`src/chain_intr_defs.svh`:
```
`ifndef CHAIN_INTR_DEFS_SVH
`define CHAIN_INTR_DEFS_SVH

// Board clock
`define CLK_PERIOD_NS 8

// Least hold time of an input level, kept by the driving equipment
`define MIN_HOLD_NS   1500
`define MIN_HOLD_CYC  ((`MIN_HOLD_NS + `CLK_PERIOD_NS - 1) / `CLK_PERIOD_NS)

// Line counts and field widths
`define N_ETI_DEFAULT 12
`define N_DI_DEFAULT  8
`define N_RTC_DEFAULT 8
`define N_PIG_DEFAULT 4
`define N_OUT_DEFAULT 4
`define SEL_W_DEFAULT 6
`define TOD_W_DEFAULT 32

// Route select value that connects no source
`define ROUTE_NONE    0

`endif

```
`src/chain_intr_pkg.sv`:
```
package chain_intr_pkg;

  // Input recognition mode; the first entry is the reset mode
  typedef enum logic [1:0] {
    TRIG_FALLING,
    TRIG_RISING,
    TRIG_LOW,
    TRIG_HIGH
  } trig_mode_e;

endpackage : chain_intr_pkg

```
`src/recog_if.sv`:
```
`timescale 1ns/1ns
interface recog_if #(
  parameter int N = 20
);
  logic [N-1:0]                        raw_v;
  chain_intr_pkg::trig_mode_e [N-1:0]  mode;
  logic [N-1:0]                        hit;

  modport recognizer (
    input  raw_v,
    input  mode,
    output hit
  );
  modport owner (
    output raw_v,
    output mode,
    input  hit
  );
endinterface : recog_if

```
`src/edge_recognizer.sv`:
```
`timescale 1ns/1ns
module edge_recognizer #(
  parameter int N = 20
) (
  // Clock and reset
  input wire logic   clk,
  input wire logic   reset,
  // Inputs, modes and recognized requests
  recog_if.recognizer rif
);

  logic [N-1:0] prev_q;
  logic [N-1:0] prev_d;
  logic         primed_q;
  logic         primed_d;
  logic [N-1:0] edge_mode;

  always_comb
  begin
    prev_d   = rif.raw_v;
    primed_d = 1'b1;
    for (int i = 0; i < N; i++)
    begin
      edge_mode[i] = (rif.mode[i] == chain_intr_pkg::TRIG_FALLING) ||
                     (rif.mode[i] == chain_intr_pkg::TRIG_RISING);
      case (rif.mode[i])
        chain_intr_pkg::TRIG_FALLING: rif.hit[i] = primed_q & prev_q[i] & ~rif.raw_v[i];
        chain_intr_pkg::TRIG_RISING:  rif.hit[i] = primed_q & ~prev_q[i] & rif.raw_v[i];
        chain_intr_pkg::TRIG_LOW:     rif.hit[i] = ~rif.raw_v[i];
        default:                      rif.hit[i] = rif.raw_v[i];
      endcase
    end
  end

  always_ff @(posedge clk)
  begin
    if (reset)
    begin
      prev_q   <= '0;
      primed_q <= 1'b0;
    end
    else
    begin
      prev_q   <= prev_d;
      primed_q <= primed_d;
    end
  end

  property p_edge_needs_change;
    @(posedge clk) disable iff (reset)
      ((rif.hit & edge_mode) != '0) |->
        ((rif.hit & edge_mode & ~(rif.raw_v ^ prev_q)) == '0);
  endproperty
  a_edge_needs_change: assert property (p_edge_needs_change)
    else $error("Edge request without input change");

  property p_no_edge_after_reset;
    @(posedge clk) disable iff (reset)
      !primed_q |-> ((rif.hit & edge_mode) == '0);
  endproperty
  a_no_edge_after_reset: assert property (p_no_edge_after_reset)
    else $error("Edge request before first sample");

endmodule : edge_recognizer

```
`src/tod_capture_unit.sv`:
```
`timescale 1ns/1ns
`include "chain_intr_defs.svh"
module tod_capture_unit #(
  parameter int TOD_W      = `TOD_W_DEFAULT,
  parameter bit PPS_RISING = 1'b1
) (
  // Clock and reset
  input  wire logic             clk,
  input  wire logic             reset,
  // Pulse per second and counter load
  input  wire logic             pps_in,
  input  wire logic             tod_load,
  input  wire logic [TOD_W-1:0] tod_load_value,
  // Counter and capture
  output logic      [TOD_W-1:0] tod_value,
  output logic      [TOD_W-1:0] tod_capture,
  output logic                  capture_valid
);

  logic [TOD_W-1:0] tod_q, tod_d;
  logic [TOD_W-1:0] cap_q, cap_d;
  logic             valid_q, valid_d;
  logic             pps_prev_q, pps_prev_d;
  logic             primed_q, primed_d;
  logic             on_time;

  always_comb
  begin
    on_time    = primed_q & (PPS_RISING ? (pps_in & ~pps_prev_q) : (~pps_in & pps_prev_q));
    tod_d      = tod_load ? tod_load_value : tod_q + TOD_W'(1);
    cap_d      = on_time ? tod_q : cap_q;
    valid_d    = on_time;
    pps_prev_d = pps_in;
    primed_d   = 1'b1;
  end

  always_ff @(posedge clk)
  begin
    if (reset)
    begin
      tod_q      <= '0;
      cap_q      <= '0;
      valid_q    <= 1'b0;
      pps_prev_q <= 1'b0;
      primed_q   <= 1'b0;
    end
    else
    begin
      tod_q      <= tod_d;
      cap_q      <= cap_d;
      valid_q    <= valid_d;
      pps_prev_q <= pps_prev_d;
      primed_q   <= primed_d;
    end
  end

  assign tod_value     = tod_q;
  assign tod_capture   = cap_q;
  assign capture_valid = valid_q;

  property p_capture_value;
    @(posedge clk) disable iff (reset)
      (on_time && !tod_load) |=> (tod_capture == tod_value - TOD_W'(1)) && capture_valid;
  endproperty
  a_capture_value: assert property (p_capture_value)
    else $error("Captured time does not match counter at on-time edge");

  c_capture: cover property (@(posedge clk) disable iff (reset) capture_valid);

endmodule : tod_capture_unit

```
`src/chain_interrupt_control.sv`:
```
// Operation
// - After reset every line is disarmed and disabled.
// - A line delivers only when both armed and enabled, set independently.
// - An armed line sets its request bit on each recognized request.
// - Disarming clears the request and ignores requests while disarmed.
// - Only enabled lines enter priority resolution toward the host interrupt.
// - Disabled armed lines keep requests and deliver once enabled again.
// - Host clears pending after service; next delivery waits for that clear.
// - Edge mode triggers on the leading edge; input must go inactive first.
// - Level mode requests while input is high or low as selected.
// - Interrupt goes to the host; routed sources also go onto the chain.
// - Software request raises only the local interrupt, never the chain line.
// - Routed external input feeds the chain line raw, bypassing local logic.
// - Local and chain interrupts of one source carry distinct vectors.
// - Chain lines start disarmed; signal still propagates along the chain.
// - Any module can be selected as source of each external output.
// - Time-of-day counter is captured on the on-time pulse-per-second edge.
// - Edge mode selects rising or falling edge; falling is the default.
`timescale 1ns/1ns
`include "chain_intr_defs.svh"
module chain_interrupt_control #(
  parameter  int N_ETI   = `N_ETI_DEFAULT,
  parameter  int N_DI    = `N_DI_DEFAULT,
  parameter  int N_RTC   = `N_RTC_DEFAULT,
  parameter  int N_PIG   = `N_PIG_DEFAULT,
  parameter  int N_OUT   = `N_OUT_DEFAULT,
  parameter  int SEL_W   = `SEL_W_DEFAULT,
  parameter  int TOD_W   = `TOD_W_DEFAULT,
  localparam int N_LINE  = N_ETI + N_DI,
  localparam int VEC_W   = $clog2(N_LINE),
  localparam int SRC_N   = N_ETI + N_RTC + N_PIG + N_DI
) (
  // Clock and reset
  input  wire logic                       clk,
  input  wire logic                       reset,
  // External inputs and software requests
  input  wire logic [N_ETI-1:0]           eti_in,
  input  wire logic [N_ETI-1:0]           sw_request,
  // Other signal sources
  input  wire logic [N_RTC-1:0]           rtc_pulse,
  input  wire logic [N_PIG-1:0]           pig_pulse,
  // Chain lines and external outputs
  input  wire logic [N_DI-1:0]            di_in,
  output logic      [N_DI-1:0]            di_out,
  output logic      [N_OUT-1:0]           ext_out,
  // Line control, one bit per line, external inputs first
  input  wire logic [N_LINE-1:0]          arm_set,
  input  wire logic [N_LINE-1:0]          arm_clr,
  input  wire logic [N_LINE-1:0]          enable_set,
  input  wire logic [N_LINE-1:0]          enable_clr,
  input  wire logic [N_LINE-1:0]          pend_clr,
  input  wire logic [N_LINE-1:0]          mode_wr,
  input  wire chain_intr_pkg::trig_mode_e mode_wdata,
  // Routing configuration
  input  wire logic [N_DI-1:0]            di_route_wr,
  input  wire logic [N_OUT-1:0]           ext_route_wr,
  input  wire logic [SEL_W-1:0]           route_wdata,
  // Host interrupt
  output logic                            irq,
  input  wire logic                       irq_ack,
  output logic      [VEC_W-1:0]           irq_vector,
  // Line status
  output logic      [N_LINE-1:0]          armed,
  output logic      [N_LINE-1:0]          enabled,
  output logic      [N_LINE-1:0]          requested,
  output logic      [N_LINE-1:0]          pending,
  // Time of day
  input  wire logic                       pps_in,
  input  wire logic                       tod_load,
  input  wire logic [TOD_W-1:0]           tod_load_value,
  output logic      [TOD_W-1:0]           tod_value,
  output logic      [TOD_W-1:0]           tod_capture,
  output logic                            tod_capture_valid
);

  if (SRC_N >= (1 << SEL_W) || N_LINE < 2)
  begin : g_param_check
    $error("Route select too narrow for the number of sources");
  end

  // Route select: 0 none, then external inputs, counters, pulse sources, chain lines
  function automatic logic pick(input logic [SEL_W-1:0] sel, input logic [SRC_N-1:0] src);
    logic r;
    r = 1'b0;
    for (int k = 0; k < SRC_N; k++)
    begin
      if (sel == SEL_W'(k + 1))
        r = src[k];
    end
    return r;
  endfunction : pick

  function automatic logic [VEC_W-1:0] first_set(input logic [N_LINE-1:0] v);
    logic [VEC_W-1:0] r;
    r = '0;
    for (int k = N_LINE - 1; k >= 0; k--)
    begin
      if (v[k])
        r = VEC_W'(k);
    end
    return r;
  endfunction : first_set

  logic [N_LINE-1:0]                arm_q, arm_d;
  logic [N_LINE-1:0]                en_q, en_d;
  logic [N_LINE-1:0]                req_q, req_d;
  logic [N_LINE-1:0]                pend_q, pend_d;
  chain_intr_pkg::trig_mode_e [N_LINE-1:0] mode_q, mode_d;
  logic [N_DI-1:0][SEL_W-1:0]       di_route_q, di_route_d;
  logic [N_OUT-1:0][SEL_W-1:0]      ext_route_q, ext_route_d;
  logic [N_DI-1:0]                  di_out_q, di_out_d;
  logic [N_OUT-1:0]                 ext_out_q, ext_out_d;
  logic                             irq_q, irq_d;
  logic [VEC_W-1:0]                 vec_q, vec_d;
  logic [SRC_N-1:0]                 src_all;
  logic [N_LINE-1:0]                ack_mask;
  logic [N_LINE-1:0]                accepted;
  logic [N_LINE-1:0]                deliver;

  recog_if #(.N(N_LINE)) rif ();

  assign rif.raw_v = {di_in, eti_in};
  assign rif.mode  = mode_q;

  edge_recognizer #(.N(N_LINE)) u_recog (
    .clk   (clk),
    .reset (reset),
    .rif   (rif)
  );

  // Line control, requests, pending and priority
  always_comb
  begin
    ack_mask = (irq_ack && irq_q) ? (N_LINE'(1) << vec_q) : '0;
    arm_d    = (arm_q & ~arm_clr) | arm_set;
    en_d     = (en_q & ~enable_clr) | enable_set;
    accepted = rif.hit | {{N_DI{1'b0}}, sw_request};
    req_d    = arm_d & ((req_q & ~ack_mask) | accepted);
    pend_d   = (pend_q & ~pend_clr) | ack_mask;
    deliver  = req_d & arm_d & en_d & ~pend_d;
    irq_d    = |deliver;
    vec_d    = first_set(deliver);
    for (int i = 0; i < N_LINE; i++)
    begin
      mode_d[i] = mode_wr[i] ? mode_wdata : mode_q[i];
    end
  end

  // Routing onto chain lines and external outputs
  always_comb
  begin
    src_all = {di_in, pig_pulse, rtc_pulse, eti_in};
    for (int i = 0; i < N_DI; i++)
    begin
      di_route_d[i] = di_route_wr[i] ? route_wdata : di_route_q[i];
      di_out_d[i]   = di_in[i] | pick(di_route_q[i], src_all);
    end
    for (int i = 0; i < N_OUT; i++)
    begin
      ext_route_d[i] = ext_route_wr[i] ? route_wdata : ext_route_q[i];
      ext_out_d[i]   = pick(ext_route_q[i], src_all);
    end
  end

  always_ff @(posedge clk)
  begin
    if (reset)
    begin
      arm_q       <= '0;
      en_q        <= '0;
      req_q       <= '0;
      pend_q      <= '0;
      for (int i = 0; i < N_LINE; i++)
      begin
        mode_q[i] <= chain_intr_pkg::TRIG_FALLING;
      end
      di_route_q  <= '0;
      ext_route_q <= '0;
      di_out_q    <= '0;
      ext_out_q   <= '0;
      irq_q       <= 1'b0;
      vec_q       <= '0;
    end
    else
    begin
      arm_q       <= arm_d;
      en_q        <= en_d;
      req_q       <= req_d;
      pend_q      <= pend_d;
      mode_q      <= mode_d;
      di_route_q  <= di_route_d;
      ext_route_q <= ext_route_d;
      di_out_q    <= di_out_d;
      ext_out_q   <= ext_out_d;
      irq_q       <= irq_d;
      vec_q       <= vec_d;
    end
  end

  tod_capture_unit #(.TOD_W(TOD_W), .PPS_RISING(1'b1)) u_tod (
    .clk            (clk),
    .reset          (reset),
    .pps_in         (pps_in),
    .tod_load       (tod_load),
    .tod_load_value (tod_load_value),
    .tod_value      (tod_value),
    .tod_capture    (tod_capture),
    .capture_valid  (tod_capture_valid)
  );

  assign armed      = arm_q;
  assign enabled    = en_q;
  assign requested  = req_q;
  assign pending    = pend_q;
  assign irq        = irq_q;
  assign irq_vector = vec_q;
  assign di_out     = di_out_q;
  assign ext_out    = ext_out_q;

  // Checks
  logic [N_LINE-1:0] deliver_now;
  logic [N_LINE-1:0] lower_mask;
  logic [N_LINE-1:0] accepted_armed;

  assign deliver_now    = req_q & arm_q & en_q & ~pend_q;
  assign lower_mask     = (N_LINE'(1) << vec_q) - N_LINE'(1);
  assign accepted_armed = accepted & arm_d;

  property p_reset_state;
    @(posedge clk) $fell(reset) |->
      (armed == '0) && (enabled == '0) && (requested == '0) && (pending == '0) && !irq;
  endproperty
  a_reset_state: assert property (p_reset_state)
    else $error("Lines not disarmed and disabled after reset");

  property p_irq_matches;
    @(posedge clk) disable iff (reset) irq == (deliver_now != '0);
  endproperty
  a_irq_matches: assert property (p_irq_matches)
    else $error("Host interrupt does not match deliverable requests");

  property p_no_req_disarmed;
    @(posedge clk) disable iff (reset) (requested & ~armed) == '0;
  endproperty
  a_no_req_disarmed: assert property (p_no_req_disarmed)
    else $error("Request held on a disarmed line");

  property p_request_set;
    @(posedge clk) disable iff (reset)
      (accepted_armed != '0) |=> ((requested & $past(accepted_armed)) == $past(accepted_armed));
  endproperty
  a_request_set: assert property (p_request_set)
    else $error("Accepted request did not set its request bit");

  property p_disabled_hold;
    @(posedge clk) disable iff (reset)
      1'b1 |=> (($past(requested & ~enabled) & armed & ~requested) == '0);
  endproperty
  a_disabled_hold: assert property (p_disabled_hold)
    else $error("Disabled armed line lost its request");

  property p_not_pending;
    @(posedge clk) disable iff (reset) irq |-> !pending[irq_vector] && enabled[irq_vector];
  endproperty
  a_not_pending: assert property (p_not_pending)
    else $error("Presented line is pending or disabled");

  property p_lowest_first;
    @(posedge clk) disable iff (reset) irq |-> ((deliver_now & lower_mask) == '0);
  endproperty
  a_lowest_first: assert property (p_lowest_first)
    else $error("Lower deliverable line was skipped");

  property p_chain_propagates;
    @(posedge clk) disable iff (reset) 1'b1 |=> (($past(di_in) & ~di_out) == '0);
  endproperty
  a_chain_propagates: assert property (p_chain_propagates)
    else $error("Chain line did not propagate");

  property p_ack_pends;
    @(posedge clk) disable iff (reset)
      (irq && irq_ack) |=> pending[$past(irq_vector)] ##1 1'b1;
  endproperty
  a_ack_pends: assert property (p_ack_pends)
    else $error("Acknowledged line did not become pending");

  property p_disarm_clears;
    @(posedge clk) disable iff (reset)
      ((arm_clr & ~arm_set) != '0) |=> ((requested & $past(arm_clr & ~arm_set)) == '0);
  endproperty
  a_disarm_clears: assert property (p_disarm_clears)
    else $error("Disarmed line kept its request");

  property p_pend_clear;
    @(posedge clk) disable iff (reset)
      ((pend_clr != '0) && !irq_ack) |=> ((pending & $past(pend_clr)) == '0);
  endproperty
  a_pend_clear: assert property (p_pend_clear)
    else $error("Pending bit not cleared by the host");

  c_deliver: cover property (@(posedge clk) disable iff (reset) irq && irq_ack);
  c_chain_out: cover property (@(posedge clk) disable iff (reset) di_out != '0);
  c_ext_out: cover property (@(posedge clk) disable iff (reset) ext_out != '0);
  c_held: cover property (@(posedge clk) disable iff (reset) (requested & pending) != '0);

endmodule : chain_interrupt_control

```
`config.mk`:
```
export PLATFORM = sky130hd
export DESIGN_NAME = chain_interrupt_control
export DESIGN_NICKNAME = d
export VERILOG_FILES = /design/src/chain_intr_pkg.sv /design/src/recog_if.sv /design/src/edge_recognizer.sv /design/src/tod_capture_unit.sv /design/src/chain_interrupt_control.sv
export VERILOG_INCLUDE_DIRS = /design/src
export SDC_FILE = /design/constraint.sdc
export NUM_CORES = 1
export LEC_CHECK = 0
export ABC_CLOCK_PERIOD_IN_PS = 1950
export BUFFER_PORTS_ARGS = -buffer_cell sky130_fd_sc_hd__clkbuf_2
export CAP_MARGIN = 20
export CELL_PAD_IN_SITES_DETAIL_PLACEMENT = 1
export CELL_PAD_IN_SITES_GLOBAL_PLACEMENT = 1
export CORE_MARGIN = 4
export CORE_UTILIZATION = 37
export CTS_BUF_LIST = sky130_fd_sc_hd__clkbuf_16
export CTS_CLUSTER_SIZE = 20
export DETAILED_ROUTE_END_ITERATION = 10
export PLACE_DENSITY_LB_ADDON = 0.08
export SLEW_MARGIN = 40
export SYNTH_ARGS = -nofsm -noshare
export SYNTH_HDL_FRONTEND = slang
export SYNTH_SLANG_ARGS = --single-unit
```
`constraint.sdc`:
```
create_clock -name clk -period 1.95 [get_ports clk]
set_clock_uncertainty 0.2 [all_clocks]
set_input_delay 0.0975 -clock clk [delete_from_list [all_inputs] [get_ports clk]]
set_output_delay 0.0975 -clock clk [all_outputs]
set_load 0.03 [all_outputs]
```
# Yosys cells after proc, flatten, opt, wreduce, memory -nomap -nowiden
# Index checks and enable logic that the tools add are counted.
[totals] reg_bits=297 inputBits=221 output_inout_bits=163
[classes] eq_ne=424 add_sub_neg=1 n_reduce_logical=27 bitwise_logic=149 shift=1 n_mux=426
[op_table] cell="6-bit by 5-bit == test with 1-bit output, second input constant" count=192
[op_table] cell="6-bit by 4-bit == test with 1-bit output, second input constant" count=96
[op_table] cell="1-bit two-way mux" count=386
[op_table] cell="6-bit by 3-bit == test with 1-bit output, second input constant" count=48
[op_table] cell="20-bit AND" count=8
[op_table] cell="6-bit by 2-bit == test with 1-bit output, second input constant" count=24
[op_table] cell="20-bit inverter" count=5
[op_table] cell="1-bit AND" count=82
[op_table] cell="20-bit bitwise OR" count=4
[op_table] cell="6-bit by 1-bit == test with 1-bit output, second input constant" count=12
[op_table] cell="6-bit == test, second input constant" count=12
[op_table] cell="1-bit case mux with 3 select lines" count=20
[op_table] cell="1-bit inverter" count=41
[op_table] cell="2-bit by 1-bit == test with 1-bit output, second input constant" count=20
[op_table] cell="2-bit == test, second input constant" count=20
[op_table] cell="2-bit zero test" count=20
[op_table] cell="32-bit by 1-bit adder with 32-bit output, second input constant" count=1
[op_table] cell="32-bit two-way mux" count=1
[op_table] cell="4-bit two-way mux" count=8
[op_table] cell="20-bit two-way mux" count=1
[op_table] cell="5-bit two-way mux" count=4
[op_table] cell="20-bit by 12-bit bitwise OR with 20-bit output" count=1
[op_table] cell="20-bit OR reduction" count=1
[op_table] cell="1-bit by 5-bit left shift with 20-bit output, first input constant" count=1
[op_table] cell="9 further kinds" count=20

# Depth between registers and ports, before layout
[logic_depth] depth_word=34 mapped_depth=9 mapped_depth_nobuf=7

# By module
# From an unflattened synthesis, not the netlist that was laid out.
[unflattened] cells_unflattened=2225 hier_area_um2=17779.6
[modules_own_cells] mod="chain_interrupt_control" seq_area_each_um2=4204.0 n_inst=1 cells_per_inst=1721 area_each_um2=13340.3
[modules_own_cells] mod="tod_capture_unit" seq_area_each_um2=1341.3 n_inst=1 cells_per_inst=376 area_each_um2=3065.4
[modules_own_cells] mod="edge_recognizer" seq_area_each_um2=420.4 n_inst=1 cells_per_inst=128 area_each_um2=1373.8

# Worst setup path before layout
# No wires, ideal clock.
[synth_timing] path_type="reg2reg" start="register vec_q[1] (netlist: irq_vector[1])" end="register vec_q[4] (netlist: irq_vector[4])" t_arrival_ns=2.060 path_buffers=1 stages_incl_launch_ff=9 t_required_ns=1.677 path_slack_ns=-0.383 synth_period_minus_slack_ns=2.333 path_cell_list="dfxtp_1 > buf_4 > nand2_1 > o32ai_1 > a2111oi_4 > nor4_2 > nand4_1 > nor3_2 > nor3b_2"
[synth_via] elab_chain_cells=13 word_cells_on_any_way=16 cone_classes="shift: 1; mux: 5; bitwise: 9; reduce/logical: 1"
[synth_lines] element="start, declared" line_no="chain_interrupt_control.sv:114" rtl="logic [VEC_W-1:0] vec_q, vec_d;"
[synth_lines] element="start signal, assigned" line_no="chain_interrupt_control.sv:196" rtl="vec_q <= vec_d;"
[synth_lines] element="1-bit by 5-bit left shift with 20-bit output *"
[synth_lines] element="20-bit two-way mux *" line_no="chain_interrupt_control.sv:134" rtl="ack_mask = (irq_ack && irq_q) ? (N_LINE'(1) << vec_q) : '0;"
[synth_lines] element="20-bit inverter" line_no="chain_interrupt_control.sv:138" rtl="req_d = arm_d & ((req_q & ~ack_mask) | accepted);"
[synth_lines] element="20-bit AND" line_no="chain_interrupt_control.sv:138"
[synth_lines] element="20-bit bitwise OR" line_no="chain_interrupt_control.sv:138"
[synth_lines] element="20-bit AND" line_no="chain_interrupt_control.sv:138"
[synth_lines] element="20-bit AND (2 in a row)" line_no="chain_interrupt_control.sv:140" rtl="deliver = req_d & arm_d & en_d & ~pend_d;"
[synth_lines] element="20-bit AND *" line_no="chain_interrupt_control.sv:140"
[synth_lines] element="5-bit two-way mux (4 in a row)" line_no="chain_interrupt_control.sv:98" rtl="if (v[k])"
# Every way passes the cells marked *; elsewhere a longest branch is shown, timed or not.
# A chain may end at the register's enable or synchronous reset.

# Worst setup path after layout
[layout_timing] start="register vec_q[1] (netlist: irq_vector[1])" end="register irq_q (netlist: irq)"
[layout_via] elab_chain_cells=10 word_cells_on_any_way=12 cone_classes="shift: 1; mux: 1; bitwise: 9; reduce/logical: 1"
[layout_lines] element="1-bit by 5-bit left shift with 20-bit output *"
[layout_lines] element="20-bit two-way mux *" line_no="chain_interrupt_control.sv:134"
[layout_lines] element="20-bit inverter" line_no="chain_interrupt_control.sv:138"
[layout_lines] element="20-bit AND" line_no="chain_interrupt_control.sv:138"
[layout_lines] element="20-bit bitwise OR" line_no="chain_interrupt_control.sv:138"
[layout_lines] element="20-bit AND" line_no="chain_interrupt_control.sv:138"
[layout_lines] element="20-bit AND (2 in a row)" line_no="chain_interrupt_control.sv:140"
[layout_lines] element="20-bit AND *" line_no="chain_interrupt_control.sv:140"
[layout_lines] element="20-bit OR reduction *" line_no="chain_interrupt_control.sv:141" rtl="irq_d = |deliver;"
[layout_lines] element="end signal, assigned" line_no="chain_interrupt_control.sv:195" rtl="irq_q <= irq_d;"
[layout_lines] element="end, declared" line_no="chain_interrupt_control.sv:113" rtl="logic irq_q, irq_d;"
# Marks and branches as above.

==> impl_metrics.yaml <==
run_status:
  violations: "hold timing, setup timing"
  outcome: "finished, violations left"
global_route:
  grt_max_degree: 55
  grtUsageTotal_pct: 36.8
  grt_pass1_vias: 24278
  grt_pass1_wl_um: 152000
  overflow: 0
  antenna_found_initial: 13
synth:
  synth-seq-cells: 297
  seq_area_frac_synth_pct: 32.9
  synth-compound-area-share_pct: 21.7
  synthAdderAreaFrac_pct: 0.0693
  synth.area.mux_share_pct: 10.8
  syn-instance-count: 2317
  synthSimpleGateAreaFrac_pct: 25.8
  synth-async-reset-ratio_pct: 0
  ys_top_cells_by_area: "dfxtp_1 33%, mux2i_1 8.7%, nor2_1 6.3%"
  syn_area_um2: 18000
  synth_top_family_by_area: "simple AND/OR/NAND/NOR gates"
  syn_nets: 2539
  synth-edff-count: 0
  synth_common_cells: "305 x nor2_1, 297 x dfxtp_1, 167 x nand2_1"
  yosysMostFrequentCell: "nor2_1"
  syn_avg_cell_area_um2: 7.79
  synth-main-ff-cell: "dfxtp_1"
  synth-xor-area-share_pct: 2.33
  synth_top_area_share_pct: 32.9
  synth_top_cell_by_area: "dfxtp_1"
  synth_warnings: 0
  synthDistinctLibCells: 94
setup_path:
  cp_top_family: "simple AND/OR/NAND/NOR gates"
  start_kind: "flop"
  cpMaxStageDelayCell: "or3b_4"
  cp-end-kind: "flop"
  critPathRequiredTime_ps: 2180
  critPathBufInv: 2
  critPathMaxFanout: 5
  max_stage_delay_ps: 460
  arrival_ps: 2750
  crit_type: "reg2reg"
  worstPathCellList: "buf_6 > or3b_4 > o21ai_4 > a31oi_4 > a22oi_2 > nand4_1 > nor3_4 > buf_4 > a21oi_2"
sta:
  clock.fmax_ghz: 0.397
  hold_viol: 1
  relSlewSlack_pct: 46.7
  maxSlewViolCount: 0
  fin_crit_sh_pct: 129
  fin_ws_ps: -566
  worst_pin_slew_ps: 800
  rsz0062_at_grt: "yes"
  fin_crit_ps: 2520
  finalSetupViolCount: 41
  holdWs_ps: -95.9
clock_tree:
  cts_tree: "yes"
  cts_buffers: 37
  insertion_delay_ps: 560
  cts_root_buf: "clkbuf_16"
  clock-sinks: 297
  cts_max_level: 2
  clk_path_buf_depth: 3
  clk_pin_slew_ps: 60
floorplanning:
  num_rows: 80
  core_area_um2: 47900
  die_x_um: 229
  die_area_um2: 52400
  io_pins: 384
  dieHeight_um: 229
  start_util_pct: 37.6
routing:
  antenna_left: 0
  via_count: 23809
  wire_per_inst_um: 27.9
  drc: 0
  viasPerCell: 6.04
  drt_iter0_drc: 2023
  routed_wl_um: 110000
  drt-pass1-iter-count: 5
layout:
  area_delta_synth_final_pct: 63.2
  drive_gt1_share_pct: 38.3
  post-route-util_pct: 61.4
  num-nets-final: 3510
power_and_ir_drop:
  leakage_nw: 12.8
  ir_drop_uv: 940
  power_density_nw_per_um2: 657
  power.total_w: 0.0194
place:
  dp_hpwl_um: 67500
  io_buffers: 383
  gp_congestion: 0.967
flow_run:
  max_cap_violations: 0
worst_hold_path:
  min_path_type: "in2reg"
[stage by stage]
step | cell area, um2 | worst slack [ps] | setup TNS (ps) | hold slack [ps] | std cells
3_3_place_gp | 23800 | -435 | -4450 | 125 | 3576
5_1_grt | 29500 | -654 | -8840 | -58.4 | 3939
6_report | 29500 | -566 | -6570 | -95.9 | 3941
3_5_place_dp | 23800 | -488 | -4990 | 132 | 3576
4_1_cts | 28300 | -381 | -8610 | -72.4 | 3906
2_1_floorplan | 18300 | -161 | -1020 | 21.2 | 2317
[state kept, by name, summed over array words and instances, names as in the netlist]
register             cells
di_out                   8
armed                   20
enabled                 20
u_tod.primed_q           1
mode_q                  40
u_tod.tod_value         32
u_tod.tod_capture       32
u_recog.prev_q          20
u_tod.pps_prev_q         1
irq                      1
di_route_q              48
pending                 20
ext_route_q             24
ext_out                  4
u_tod.capture_valid      1
irq_vector               5
requested               20
[placed cells by master (no fill, tap or decap), types with 22 or more instances in the layout]
| cell type | Yosys | routed |
|---|---|---|
| dfxtp_1 | 297 | 235 |
| nor3_1 | 37 | 30 |
| and3b_1 | 25 | 25 |
| dlygate4sd3_1 | 0 | 241 |
| clkbuf_2 | 0 | 381 |
| o21ai_0 | 126 | 90 |
| nand3_1 | 42 | 36 |
| o21ai_1 | 5 | 29 |
| dfxtp_2 | 0 | 25 |
| dfxtp_4 | 0 | 37 |
| xnor2_1 | 34 | 27 |
| a31oi_1 | 38 | 26 |
| nor2_1 | 305 | 294 |
| o22ai_1 | 34 | 29 |
| nor2b_1 | 75 | 57 |
| nor3b_1 | 31 | 25 |
| nand2_1 | 167 | 156 |
| a211oi_1 | 36 | 22 |
| nand2b_1 | 47 | 41 |
| a21oi_1 | 162 | 147 |
| inv_1 | 87 | 90 |
| clkbuf_16 | 0 | 39 |
| mux2i_1 | 157 | 156 |
| buf_12 | 0 | 24 |
| buf_4 | 2 | 442 |
| and2_1 | 29 | 29 |
| buf_6 | 1 | 33 |
[worst paths after layout]
path	startpoint	endpoint	slack, ps	cells after the start
min reg2reg	u_tod.tod_capture[14]$_SDFFE_PP0P_	u_tod.tod_capture[14]$_SDFFE_PP0P_	280	2
max reg2reg	irq_vector[1]$_SDFF_PP0_	irq$_SDFF_PP0_	-570	9
min	di_in[3]	requested[15]$_SDFF_PP0_	-100	4
max	irq_vector[1]$_SDFF_PP0_	irq$_SDFF_PP0_	-570	9
[logic make-up (layout without fill, tap and decap cells)]
kind of cell	count (synthesis)	count (layout)
buf+inv	292	1291
other cells	0	10
compound gates	601	601
xor+xnor	48	48
fa+ha+maj	1	1
simple gates	894	894
mux	184	184
flops	297	297
[area by class of cell]
cell class              instances  area (um2)
flip-flops and latches        297        6120
inverters                      90         338
multi-input cells            1728       12400
repair buffers               1134        8690
well taps                     615         769
fillers                      5647       18500
clock buffers                  38         951
clock inverters                29         183
diodes                         10        25.0
[where the power goes]
part / leakage, nW / internal, W / switching, W
Sequential: 2.48 / 0.00641 / 0.000388
Combinational: 9.77 / 0.00250 / 0.00319
Clock: 0.585 / 0.00380 / 0.00307
Total: 12.8 / 0.0127 / 0.00665
[what timing repair did]
| action | in CTS | in global routing |
|---|---|---|
| endpoints found under the setup margin | 25 | 55 |
| hold buffers | 245 | 6 |
| setup buffers | 17 | 24 |
| pin swaps | 83 | 106 |
| cloned | 2 | 1 |
| gates resized for setup | 188 | 215 |
| endpoints found under the hold margin | 281 | 14 |
[metal layers]
metal	GRT usage [%]	up-vias	part of all wire [%]
li1	-	10278	-
met1	46.1	11815	39
met2	62.6	1286	48
met3	7.02	422	7.6
met4	14.7	8	5.8
met5	0	-	0.038
[worst register-to-register path, delay by kind of cell, from the launching register on]
family | cells | cell delay, ps
simple gates | 3 | 940
compound gates | 4 | 620
flops | 1 | 370
buf+inv | 2 | 270
Note: power is estimated with default switching activity, not from simulation.
